[src/hdl/cct_map.svh]
`ifndef CCT_MAP_SVH
`define CCT_MAP_SVH

// ----------------------------------------
// Sizes
// ----------------------------------------
`define CCT_NARROW_WIDTH 16
`define CCT_WIDE_WIDTH   32
`define CCT_CHANNELS     4
`define CCT_DEAD_WIDTH   8

// ----------------------------------------
// Reset values
// ----------------------------------------
`define CCT_COUNT_RESET  1'h0
`define CCT_OUT_RESET    1'h0
`define CCT_DEAD_RESET   8'h00

`endif

[src/hdl/cct_pkg.sv]
package cct_pkg;

	// ----------------------------------------
	// Channel modes
	// ----------------------------------------
	typedef enum logic [1:0] {
		capture_mode,
		compare_mode,
		pwm_mode
	} mode_t;

endpackage : cct_pkg

[src/hdl/compare_capture_timer.sv]
`timescale 1ns/10ps
`include "cct_map.svh"

// How it works
// RULE1: Narrow variant counter is sixteen bits, counting clocks or external ticks.
// RULE2: Wide variant is identical except its counter is thirty-two bits.
// RULE3: Up to four channels, each capture, compare or pwm mode.
// RULE4: Capture copies the counter into the channel buffer on input edge.
// RULE5: Compare output shows counter versus programmed threshold.
// RULE6: Pwm output follows successive compare values, reloaded at each wrap.
// RULE7: Dead-time insertion exists only in the first unit of each variant.
// RULE8: Overflow and match events go out to the event routing network.
// RULE9: Counter steps by one per tick and wraps to zero after all ones.

module compare_capture_timer #(
	parameter int WIDTH             = `CCT_NARROW_WIDTH,
	parameter int CHANNELS          = `CCT_CHANNELS,
	parameter int DEAD_WIDTH        = `CCT_DEAD_WIDTH,
	parameter bit DEAD_TIME_PRESENT = 1'b1
) (
	input  wire logic                      clock,
	input  wire logic                      rst,
	input  wire logic                      run,
	input  wire logic                      tick_select,
	input  wire logic                      tick_pin,
	input  wire logic [2*CHANNELS-1:0]     mode_code,
	input  wire logic [CHANNELS-1:0]       cmp_write,
	input  wire logic [WIDTH*CHANNELS-1:0] cmp_data,
	input  wire logic [CHANNELS-1:0]       capture_pin,
	input  wire logic                      dead_enable,
	input  wire logic [DEAD_WIDTH-1:0]     dead_time,
	output logic [WIDTH-1:0]               count,
	output logic [CHANNELS-1:0]            chan_out,
	output logic [CHANNELS-1:0]            chan_out_n,
	output logic [WIDTH*CHANNELS-1:0]      capture_value,
	output logic [CHANNELS-1:0]            capture_event,
	output logic [CHANNELS-1:0]            match_event,
	output logic                           overflow_event
);

	// ----------------------------------------
	// Pin synchronisers
	// ----------------------------------------
	logic [CHANNELS:0] sync_meta;
	logic [CHANNELS:0] sync_hold;
	logic [CHANNELS:0] sync_last;
	logic [CHANNELS:0] pin_edge;

	// Two stages before use; a third stage only for the edge detect.
	// Limitation: a pin must stay high and low for more than one clock,
	// and its edge reaches the counter or a capture two to three clocks late.
	always_ff @(posedge clock or posedge rst) begin
		if (rst) begin
			sync_meta <= '0;
			sync_hold <= '0;
			sync_last <= '0;
		end else begin
			sync_meta <= {tick_pin, capture_pin};
			sync_hold <= sync_meta;
			sync_last <= sync_hold;
		end
	end

	assign pin_edge = sync_hold & ~sync_last;

	// ----------------------------------------
	// Core counter
	// ----------------------------------------
	logic             tick;
	logic             wrap;
	logic [WIDTH-1:0] next_count;
	logic             next_overflow;

	// Width set by WIDTH: 16 for the narrow unit, 32 for wide_timer
	always_comb begin
		tick          = run && (tick_select ? pin_edge[CHANNELS] : 1'h1);
		wrap          = tick && (count == '1); // RULE9
		next_count    = count;
		next_overflow = wrap; // RULE8
		if (tick) begin
			next_count = WIDTH'(count + 1'h1); // RULE1 RULE2 RULE9
		end
	end

	// Register stage
	always_ff @(posedge clock or posedge rst) begin
		if (rst) begin
			count          <= {WIDTH{`CCT_COUNT_RESET}};
			overflow_event <= 1'h0;
		end else begin
			count          <= next_count;
			overflow_event <= next_overflow;
		end
	end

	// ----------------------------------------
	// Channels and output stage
	// ----------------------------------------
	logic [CHANNELS-1:0] raw_out;

	genvar i;
	generate
		for (i = 0; i < CHANNELS; i++) begin : g_chan
			logic [DEAD_WIDTH-1:0] gap;
			logic                  level;
			logic [DEAD_WIDTH-1:0] next_gap;
			logic                  next_level;
			logic                  next_out;
			logic                  next_out_n;

			// Each channel picks its own mode
			cct_channel #(
				.WIDTH (WIDTH)
			) u_chan (
				.clock      (clock),
				.rst        (rst),
				.count      (count),
				.tick       (tick),
				.wrap       (wrap),
				.mode_code  (mode_code[2*i +: 2]),
				.cmp_write  (cmp_write[i]),
				.cmp_data   (cmp_data[WIDTH*i +: WIDTH]),
				.cap_edge   (pin_edge[i]),
				.raw_out    (raw_out[i]),
				.match      (match_event[i]),
				.cap_strobe (capture_event[i]),
				.cap_value  (capture_value[WIDTH*i +: WIDTH])
			); // RULE3 RULE8

			// Dead time: on each edge of the raw level both legs sit low
			// for dead_time cycles, so complementary drivers never overlap.
			// The gap delays the output; pulses shorter than it are lost.
			always_comb begin
				next_gap   = gap;
				next_level = level;
				next_out   = raw_out[i];
				next_out_n = ~raw_out[i];
				if (DEAD_TIME_PRESENT && dead_enable) begin // RULE7
					if (raw_out[i] != level) begin
						next_level = raw_out[i];
						next_gap   = dead_time;
					end else if (gap != '0) begin
						next_gap = DEAD_WIDTH'(gap - 1'h1);
					end
					next_out   = (next_gap == '0) && next_level;
					next_out_n = (next_gap == '0) && !next_level;
				end else begin
					next_level = raw_out[i];
					next_gap   = '0;
				end
			end

			// Register stage
			always_ff @(posedge clock or posedge rst) begin
				if (rst) begin
					gap           <= `CCT_DEAD_RESET;
					level         <= `CCT_OUT_RESET;
					chan_out[i]   <= `CCT_OUT_RESET;
					chan_out_n[i] <= `CCT_OUT_RESET;
				end else begin
					gap           <= next_gap;
					level         <= next_level;
					chan_out[i]   <= next_out;
					chan_out_n[i] <= next_out_n;
				end
			end

			chk_no_overlap: assert property (@(posedge clock) disable iff (rst) // RULE7
				!(chan_out[i] && chan_out_n[i]))
				else $error("complementary outputs overlap");
			chk_plain_complement: assert property (@(posedge clock) disable iff (rst) // RULE7
				!(DEAD_TIME_PRESENT && dead_enable) && !$past(rst)
				|=> chan_out_n[i] == !chan_out[i])
				else $error("outputs not complementary without dead time");
			chk_dead_gap: assert property (@(posedge clock) disable iff (rst) // RULE7
				DEAD_TIME_PRESENT && dead_enable && $past(dead_enable) && dead_time != '0
				&& raw_out[i] != level |=> !chan_out[i] && !chan_out_n[i])
				else $error("dead time gap missing");
			// An illegal mode code keeps the channel silent: no level, no events
			chk_illegal_quiet: assert property (@(posedge clock) disable iff (rst) // RULE3
				mode_code[2*i +: 2] == 2'h3
				|=> !raw_out[i] && !match_event[i] && !capture_event[i])
				else $error("illegal mode channel not quiet");
			chk_capture_mode: assert property (@(posedge clock) disable iff (rst) // RULE4
				capture_event[i] |-> $past(mode_code[2*i +: 2]) == 2'h0)
				else $error("capture event outside capture mode");
			cov_dead_gap: cover property (@(posedge clock) disable iff (rst)
				gap != '0 ##1 gap == '0);
		end
	endgenerate

	// ----------------------------------------
	// Counter checks
	// ----------------------------------------
	chk_count_step: assert property (@(posedge clock) disable iff (rst) // RULE1
		tick |=> count == WIDTH'($past(count) + 1'h1))
		else $error("counter did not step");
	chk_count_wrap: assert property (@(posedge clock) disable iff (rst) // RULE9
		wrap |=> count == '0 && overflow_event)
		else $error("counter did not wrap");
	chk_count_hold: assert property (@(posedge clock) disable iff (rst) // RULE2
		!tick |=> $stable(count))
		else $error("counter moved without tick");
	chk_overflow_only: assert property (@(posedge clock) disable iff (rst) // RULE8
		overflow_event |-> $past(count) == '1 && count == '0)
		else $error("overflow event without wrap");
	chk_ext_tick: assert property (@(posedge clock) disable iff (rst) // RULE1
		run && tick_select && !sync_hold[CHANNELS] |=> $stable(count))
		else $error("external tick counted without edge");
	chk_overflow_pulse: assert property (@(posedge clock) disable iff (rst) // RULE8
		overflow_event |=> !overflow_event)
		else $error("overflow event longer than one cycle");
	// One pin edge must count once, however long the pin stays high
	chk_edge_once: assert property (@(posedge clock) disable iff (rst) // RULE1
		pin_edge[CHANNELS] |=> !pin_edge[CHANNELS])
		else $error("tick edge seen twice");

	cov_wrap: cover property (@(posedge clock) disable iff (rst) overflow_event);
	cov_capture: cover property (@(posedge clock) disable iff (rst) |capture_event);
	cov_match: cover property (@(posedge clock) disable iff (rst) |match_event);
	// Counting on the pin rather than on the clock
	cov_ext_count: cover property (@(posedge clock) disable iff (rst) run && tick_select && tick);

endmodule : compare_capture_timer

[src/hdl/cct_channel.sv]
`timescale 1ns/10ps
`include "cct_map.svh"

module cct_channel #(
	parameter int WIDTH = `CCT_NARROW_WIDTH
) (
	input  wire logic             clock,
	input  wire logic             rst,
	input  wire logic [WIDTH-1:0] count,
	input  wire logic             tick,
	input  wire logic             wrap,
	input  wire logic [1:0]       mode_code,
	input  wire logic             cmp_write,
	input  wire logic [WIDTH-1:0] cmp_data,
	input  wire logic             cap_edge,
	output logic                  raw_out,
	output logic                  match,
	output logic                  cap_strobe,
	output logic [WIDTH-1:0]      cap_value
);

	cct_pkg::mode_t   mode;
	logic [WIDTH-1:0] buffer;
	logic [WIDTH-1:0] active;
	logic [WIDTH-1:0] next_buffer;
	logic [WIDTH-1:0] next_active;
	logic [WIDTH-1:0] next_cap_value;
	logic             next_raw_out;
	logic             next_match;
	logic             next_cap_strobe;

	// ----------------------------------------
	// Per-mode next state
	// ----------------------------------------
	// Code 3 is illegal and parks the output low
	always_comb begin
		mode            = cct_pkg::mode_t'(mode_code);
		next_buffer     = cmp_write ? cmp_data : buffer;
		next_active     = active;
		next_cap_value  = cap_value;
		next_cap_strobe = 1'h0;
		next_match      = 1'h0;
		next_raw_out    = 1'h0;
		unique case (mode)
			cct_pkg::capture_mode: begin
				if (cap_edge) begin
					next_cap_value  = count; // RULE4
					next_cap_strobe = 1'h1;
				end
			end
			cct_pkg::compare_mode: begin
				next_active  = next_buffer;
				next_raw_out = (count >= active); // RULE5
				next_match   = tick && (count == active); // RULE8
			end
			cct_pkg::pwm_mode: begin
				// Reload only at wrap so a period never sees a torn threshold
				if (wrap) begin
					next_active = next_buffer; // RULE6
				end
				next_raw_out = (count < active); // RULE6
				next_match   = tick && (count == active); // RULE8
			end
			default: begin
				next_raw_out = 1'h0;
			end
		endcase
	end

	// Register stage
	always_ff @(posedge clock or posedge rst) begin
		if (rst) begin
			buffer     <= '0;
			active     <= '0;
			cap_value  <= '0;
			cap_strobe <= 1'h0;
			match      <= 1'h0;
			raw_out    <= `CCT_OUT_RESET;
		end else begin
			buffer     <= next_buffer;
			active     <= next_active;
			cap_value  <= next_cap_value;
			cap_strobe <= next_cap_strobe;
			match      <= next_match;
			raw_out    <= next_raw_out;
		end
	end

	// ----------------------------------------
	// Checks
	// ----------------------------------------
	chk_capture_copy: assert property (@(posedge clock) disable iff (rst) // RULE4
		cap_edge && mode == cct_pkg::capture_mode |=> cap_strobe && cap_value == $past(count))
		else $error("capture did not copy the counter");
	chk_compare_level: assert property (@(posedge clock) disable iff (rst) // RULE5
		mode == cct_pkg::compare_mode ##1 mode == cct_pkg::compare_mode
		|=> raw_out == ($past(count) >= $past(active)))
		else $error("compare output does not follow threshold");
	chk_pwm_reload: assert property (@(posedge clock) disable iff (rst) // RULE6
		wrap && mode == cct_pkg::pwm_mode && !cmp_write |=> active == $past(buffer))
		else $error("pwm threshold not reloaded at wrap");
	chk_match_event: assert property (@(posedge clock) disable iff (rst) // RULE8
		tick && count == active
		&& (mode == cct_pkg::compare_mode || mode == cct_pkg::pwm_mode) |=> match)
		else $error("match event missing");

endmodule : cct_channel

[config.mk]
export PLATFORM = sky130hd
export DESIGN_NAME = compare_capture_timer
export DESIGN_NICKNAME = d
export VERILOG_FILES = /design/src/hdl/cct_pkg.sv /design/src/hdl/compare_capture_timer.sv /design/src/hdl/cct_channel.sv
export VERILOG_INCLUDE_DIRS = /design/src /design/src/hdl
export SDC_FILE = /design/constraint.sdc
export NUM_CORES = 1
export LEC_CHECK = 0
export ABC_AREA = 1
export BUFFER_PORTS_ARGS = -buffer_cell sky130_fd_sc_hd__buf_2
export CORE_AREA = 4 4 165 151
export DETAILED_ROUTE_END_ITERATION = 7
export DIE_AREA = 0 0 169 155
export MAX_ROUTING_LAYER = met4
export PLACE_DENSITY = 0.77
export SLEW_MARGIN = 10
export SYNTH_ARGS = -nofsm -noshare
export SYNTH_HDL_FRONTEND = slang
export SYNTH_SLANG_ARGS = --single-unit
[constraint.sdc]
create_clock -name clock -period 9.1 [get_ports clock]
set_input_delay 0.455 -clock clock [delete_from_list [all_inputs] [get_ports clock]]
set_output_delay 0.455 -clock clock [all_outputs]
set_load 0.03 [all_outputs]
==> results of run 1 <==
==> what timing repair did <==
item | CTS | global route
hold endpoints to repair | 0 | 2
hold buffers | 0 | 2
setup buffers | 0 | 0
==> Yosys cell counts (all sizes together) (4+ instances only) <==
master	count	area share (%)
nand3	59	2.3
a21oi	60	2.3
dfrtp	280	53
clkbuf	23	0.65
mux2	64	5.4
inv	177	5.0
nor3	8	0.42
nand2	295	8.4
nor2	119	3.4
nand4	19	0.90
a31oi	6	0.28
xor2	19	1.3
o21ai	149	5.7
xnor2	4	0.26
ha	93	8.8
buf	25	1.5
==> flip-flops by register name, summed over array words and instances, names as in the netlist <==
register / count
g_chan.u_chan.buffer: 64
g_chan.u_chan.raw_out: 4
sync_hold: 5
g_chan.u_chan.cap_strobe: 4
sync_last: 5
count: 16
g_chan.u_chan.cap_value: 64
g_chan.u_chan.active: 64
g_chan.level: 4
sync_meta: 5
g_chan.u_chan.match: 4
overflow_event: 1
chan_out_n: 4
chan_out: 4
g_chan.gap: 32
==> layout by cell type, fill, tap and decap left out, types with 6 or more instances in the layout <==
| cell type | count |
|---|---|
| a21oi_1 | 60 |
| a31oi_1 | 6 |
| buf_2 | 190 |
| clkbuf_16 | 29 |
| dfrtp_1 | 280 |
| ha_1 | 93 |
| inv_1 | 174 |
| mux2_2 | 64 |
| nand2_1 | 295 |
| nand3_1 | 58 |
| nand4_1 | 19 |
| nor2_1 | 119 |
| o21ai_0 | 87 |
| o21ai_1 | 58 |
| xor2_1 | 19 |
==> stage by stage <==
step                      worst slack, ns  hold slack [ns]  total power [mW]  area (µm²)  std cells
after global routing                 6.45          0.00223              4.57       15300       1904
after detailed placement             6.72            0.335              3.07       14300       1853
after floorplan                     0.923            0.331              2.65       13200       1407
after global placement               6.77            0.336              3.01       14300       1853
after CTS                            6.70          0.00138              4.30       15300       1902
final                                6.68           0.0166              4.29       15300       1904
==> power groups by stage <==
| stage | combinational (mW) | clock, mW | sequential (mW) |
|---|---|---|---|
| final | 1.41 | 1.21 | 1.66 |
| after global routing | 1.59 | 1.29 | 1.69 |
| after CTS | 1.41 | 1.23 | 1.66 |
| after detailed placement | 1.39 | 0 | 1.68 |
| after global placement | 1.34 | 0 | 1.67 |
| after floorplan | 0.835 | 0 | 1.82 |
==> per-layer routing <==
metal,up-vias,share of wire [%]
met3,92,6.2
met2,316,47
li1,4901,-
met5,-,0
met1,4897,42
met4,0,4.1
==> cell type report <==
class	instances	area (µm²)	area share (%)
Timing Repair Buffer	194	986	6.45
Clock buffer	35	758	4.96
Sequential cell	280	7010	45.8
Multi-Input combinational cell	902	5280	34.5
Inverter	177	672	4.40
Clock inverter	14	208	1.36
Tap cell	302	378	2.47
==> cells by family after synthesis <==
family	after synthesis	share of synthesized area (%)
AOI/OAI and AO/OA	221	8.64
buffers and inverters	225	7.22
and+or+nand+nor	501	15.5
xor gates and xnor gates	23	1.52
muxes	64	5.44
adders and majority gates	93	8.79
DFF	280	52.9
==> worst paths after layout <==
path                                            endpoint  slack (ns)
setup / recovery             g_chan[3].u_chan.active[14]        6.68
hold / removal                              sync_meta[0]        0.02
setup reg to reg             g_chan[3].u_chan.active[14]        6.68
hold reg to reg                             sync_hold[0]        0.35
max in group asynchronous  g_chan[1].u_chan.cap_value[9]        7.40
min in group asynchronous  g_chan[0].u_chan.cap_value[8]        0.13
==> impl_metrics.csv, run 1 <==
group,metric,value,unit
clocking,clk_pin_slew,0.06,ns
timing,slew_headroom,19.9,%
status,status,"complete, no violations",
timing,setup_viol,0,
route,ant_nets,0,
worst_setup_path,cp.required,9.46,ns
worst_setup_path,start_kind,"register",
timing,tns,0,ns
clocking,cts_resized,0,
hold_path,hp-class,"input pin to register",
floorplan,die_x,169,µm
final_layout,antenna_cells,0,
worst_setup_path,crit_slowest_cell,"dfrtp_1",
synthesis,yosysWarnings,0,
flow_run,maxCapViolations,0,
timing,worst_pin_slew,1.20,ns
floorplan,coreArea,23100,µm²
floorplan,die_area,26200,µm²
global_routing,grt-busiest-layer,"met2",
floorplan,rows,53,
synthesis,synth_edf_count,0,
floorplan,die_h,155,µm
place,port_buffers,190,
floorplan,start_util,57.2,%
global_routing,grt_util_met1,34.1,%
final_layout,area_delta_synth_final,15.4,%
final_layout,nets,1771,
worst_setup_path,crit_family,"simple AND/OR/NAND/NOR gates",
clocking,numCtsBuffers,29,
power_and_ir_drop,p_per_area,280,nW/µm²
hold_path,min_delay_path_depth,1,
worst_setup_path,worstPathMaxFanout,32,
timing,grt_setup_unrepaired,"no",
clocking,cts.sinks,280,
worst_setup_path,crit_buf_inv,1,
worst_setup_path,critPathCaptureType,"register",
worst_setup_path,max_stage_delay,0.71,ns
global_routing,met3_usage,4.04,%
timing,period_share,26.6,%
clocking,cts_tree,"built",
power_and_ir_drop,pwr-share-seq,38.8,%
synthesis,ys.flop_type,"dfrtp_1",
worst_setup_path,worst_path_most_repeated_cell,"nand2_1",
global_routing,antenna_found_initial,0,
power_and_ir_drop,pwr-share-clk,28.3,%
clocking,clk_latency,0.55,ns
global_routing,track_usage,25.6,%
timing,drv_slew,0,
power_and_ir_drop,ir_drop,0.137,mV
route,detailroute.via_count,10200,
clocking,cts_root_buf,"clkbuf_16",
synthesis,seq_area_frac_synth,52.9,%
route,drt-total-wl,32200,µm
final_layout,final_util,66.1,%
route,first_pass_iters,5,
route,first_iter_violations,737,
global_routing,gr-usage-met2,40.2,%
timing,period_minus_slack,2.42,ns
worst_setup_path,critical_path.cell_chain,"nand2_1 > inv_2 > nand3_2 > nor4_4 > nand2_1 > o21ai_2 > o21ai_0",
power_and_ir_drop,p_sw,1.61,mW
place,dp_hpwl,22900,µm
timing,fmax,413,MHz
route,drc,0,
synthesis,synth_nets,1594,
final_layout,drive_gt1_share,19.5,%
clocking,clockBufferDepth,3,
timing,fin_skew,0.0220,ns
synthesis,yosys_register_bits,280,
global_routing,gr-total-overflow,0,
power_and_ir_drop,leakagePower,7.82,nW
worst_setup_path,reg2regPathDepth,7,
power_and_ir_drop,sw_frac_of_total,37.4,%
hold_path,hold_start,"capture_pin[0]",
power_and_ir_drop,pwr-share-comb,32.9,%
route,viasPerCell,5.36,
synthesis,syn_area,13200,µm²
route,wl_per_cell,16.9,µm
final_layout,nFillCells,1782,
global_routing,grt_max_degree,136,
worst_setup_path,arrival,2.78,ns
worst_setup_path,rr_startpoint,"count[10]",
synthesis,synthArstFlopShare,100,%
synthesis,synth_area_per_cell,9.41,µm²
timing,hold_violations,0,
global_routing,grt_pass1_wl,52600,µm
synthesis,synthDistinctLibCells,28,
worst_setup_path,crit_cells,7,
worst_setup_path,crit_type,"register to register",
synthesis,postSynthCellCount,1407,
global_routing,grt_pass1_vias,10200,
floorplan,pin_count,191,
power_and_ir_drop,internal-power,2.68,mW
place,gp_congestion,0.876,
clocking,ctsHtreeMaxLevel,1,
worst_setup_path,critPathLaunch,"count[10]",
Power figures use the tool's default switching activity.
==> run 2: changes to the inputs <==
clock period = 2.45 ns   (was 9.1 ns; I/O delays follow)
==> run 2 against run 1 <==
  * Register-to-register slack worse by 6.4 ns
  * Highest routed layer unchanged
  * Non-clock buffer count increased by 95
  * Sequential power rose to 3.6 times the previous value
  * Count of clock-buffer cells in the layout increased by 7
  * Largest cell class unchanged
  * Clock power rose to 3.7 times the previous value
  * Critical path depth up 1
  * Fmax increased by 11%
==> impl_metrics.csv, run 2 (synthesized netlist as in run 1, its figures left out) <==
group,metric,value,unit
floorplan,rows,53,
place,dp_hpwl,23800,µm
timing,period_share,89.5,%
final_layout,regArea,7010,µm²
clocking,clk_pin_slew,0.06,ns
flow_run,maxCapViolations,0,
final_layout,top_regs,"g_chan.u_chan.active (64), g_chan.u_chan.buffer (64), g_chan.u_chan.cap_value (64)",
timing,worst_pin_slew,1.14,ns
timing,period_minus_slack,2.19,ns
floorplan,coreArea,23100,µm²
timing,slew_headroom,24.1,%
worst_setup_path,crit_type,"register to register",
global_routing,grt_pass1_wl,54800,µm
worst_setup_path,crit_slowest_cell,"nor4_4",
clocking,clockBufferDepth,3,
route,first_pass_iters,7,
worst_setup_path,start_kind,"register",
clocking,numCtsBuffers,29,
timing,drv_slew,0,
timing,hold_violations,0,
global_routing,track_usage,26.7,%
floorplan,start_util,57.2,%
power_and_ir_drop,pwr-share-clk,28.0,%
route,first_iter_violations,789,
worst_setup_path,critPathCaptureType,"register",
worst_setup_path,arrival,2.65,ns
clocking,cts.sinks,280,
worst_setup_path,worstPathMaxFanout,32,
worst_setup_path,reg2regPathDepth,8,
power_and_ir_drop,ir_drop,0.816,mV
power_and_ir_drop,pwr-share-comb,34.8,%
timing,fmax,456,MHz
power_and_ir_drop,pwr-share-seq,37.1,%
floorplan,die_x,169,µm
floorplan,pin_count,191,
final_layout,nFillCells,1635,
power_and_ir_drop,internal-power,10.1,mW
status,status,"complete, no violations",
global_routing,gr-total-overflow,0,
worst_setup_path,max_stage_delay,0.47,ns
worst_setup_path,critical_path.cell_chain,"inv_2 > nor2_1 > nand2_1 > nor4_4 > nand2_1 > o21ai_2 > nand2_1 > o21ai_1",
final_layout,nets,1866,
worst_setup_path,critPathLaunch,"count[14]",
route,viasPerCell,5.26,
timing,fin_skew,0.0163,ns
power_and_ir_drop,leakagePower,8.26,nW
place,pre_cts_slack,0.321,ns
power_and_ir_drop,p_sw,6.01,mW
final_layout,area_delta_synth_final,22.7,%
final_layout,mostFrequentLayoutCell,"nand2_1",
place,port_buffers,190,
final_layout,multiInputGateArea,5290,µm²
timing,setup_viol,0,
hold_path,hp-class,"input pin to asynchronous set/reset pin",
route,ant_nets,0,
final_layout,final_cells,2006,
clocking,cts_setup_buffers,0,
route,wl_per_cell,16.8,µm
timing,setup_slack,0.258,ns
global_routing,grt_pass1_vias,10700,
final_layout,final_util,70.2,%
global_routing,grt_max_degree,116,
worst_setup_path,cp.required,2.91,ns
route,detailroute.via_count,10600,
clocking,clk_latency,0.56,ns
worst_setup_path,worst_path_most_repeated_cell,"nand2_1",
power_and_ir_drop,p_per_area,993,nW/µm²
route,drc,0,
worst_setup_path,rr_startpoint,"count[14]",
floorplan,die_area,26200,µm²
final_layout,drive_gt1_share,19.7,%
final_layout,final_cell_mix,"nand2_1, dfrtp_1, buf_2",
place,gp_congestion,0.875,
clocking,ctsHtreeMaxLevel,1,
power_and_ir_drop,p_total,16.1,mW
clocking,cts_tree,"built",
place,numPlacedInstances,1873,
global_routing,antenna_found_initial,3,
clocking,cts_root_buf,"clkbuf_16",
power_and_ir_drop,sw_frac_of_total,37.3,%
worst_setup_path,r2r-end,"g_chan[3].u_chan.active[7]",
floorplan,die_h,155,µm
timing,timing.hold.ws,0.0540,ns
worst_setup_path,ff2ff_setup_slack,0.26,ns
route,drt-total-wl,33600,µm
[run 2: cell types whose count changed in the layout (fill, tap and decap cells not counted), moves of 2 or more]
| cell | previous run | this run |
|---|---|---|
| buf_4 | 2 | 20 |
| diode_2 | 0 | 3 |
| dlygate4sd3_1 | 2 | 77 |
| buf_12 | 0 | 2 |
| clkbuf_8 | 1 | 7 |
| bufinv_16 | 5 | 3 |
[run 2: worst max path at each step]
stage / endpoint / slack (ns) / depth (start not counted)
after global routing: g_chan[1].u_chan.active[6] / -0.003 / 8
after detailed placement: g_chan[3].u_chan.active[3] / 0.32 / 8
final: g_chan[3].u_chan.active[7] / 0.26 / 8
after global placement: g_chan[2].u_chan.active[14] / 0.42 / 8
after CTS: g_chan[3].u_chan.active[3] / 0.29 / 8
after floorplan: chan_out[0] / -1.38 / 1
[run 2: metal layers]
layer | vias to the layer above | GRT usage [%] | routed length [µm]
li1 | 5089 | - | -
met3 | 98 | 4.07 | 1730
met1 | 5025 | 33.9 | 14000
met4 | 0 | 10.6 | 1540
met5 | - | - | 0
met2 | 338 | 43.6 | 16400
[run 2: timing repair]
| action | 4_1_cts | 5_1_grt |
|---|---|---|
| gates resized for setup | 0 | 1 |
| setup endpoints to repair | 0 | 1 |
| hold endpoints to repair | 434 | 0 |
| hold buffers | 77 | 0 |
[run 2: power by group through the flow]
stage                     Combinational (mW)  Sequential (mW)  Clock [mW]
after floorplan                         3.10             6.75           0
after global placement                  5.29             6.03           0
after detailed placement                5.44             6.07           0
after CTS                               5.60             6.00        4.58
after global routing                    6.31             6.10        4.79
final                                   5.62             6.00        4.53
[run 2: cell type report]
cell class	instances	share of cell area [%]
Multi-Input combinational cell	902	32.5
Timing Repair Buffer	289	11.8
Sequential cell	280	43.1
Inverter	177	4.11
Clock inverter	11	0.916
Tap cell	302	2.33
Antenna cell	3	0.0462
Clock buffer	42	5.20
[run 2: through the flow]
step,cell area [µm²],TNS (ns)
2_1_floorplan,13200,-386.35
6_report,16300,0
4_1_cts,16200,0
3_3_place_gp,14500,0
3_5_place_dp,14500,0
5_1_grt,16300,-0.00252
[run 2: critical path, delay by kind of cell (launching register included)]
family	cells	cell delay, ns
AO/OA/AOI/OAI	2	0.60
AND/OR/NAND/NOR	5	1.04
buffers and inverters	1	0.08
flip-flops	1	0.37
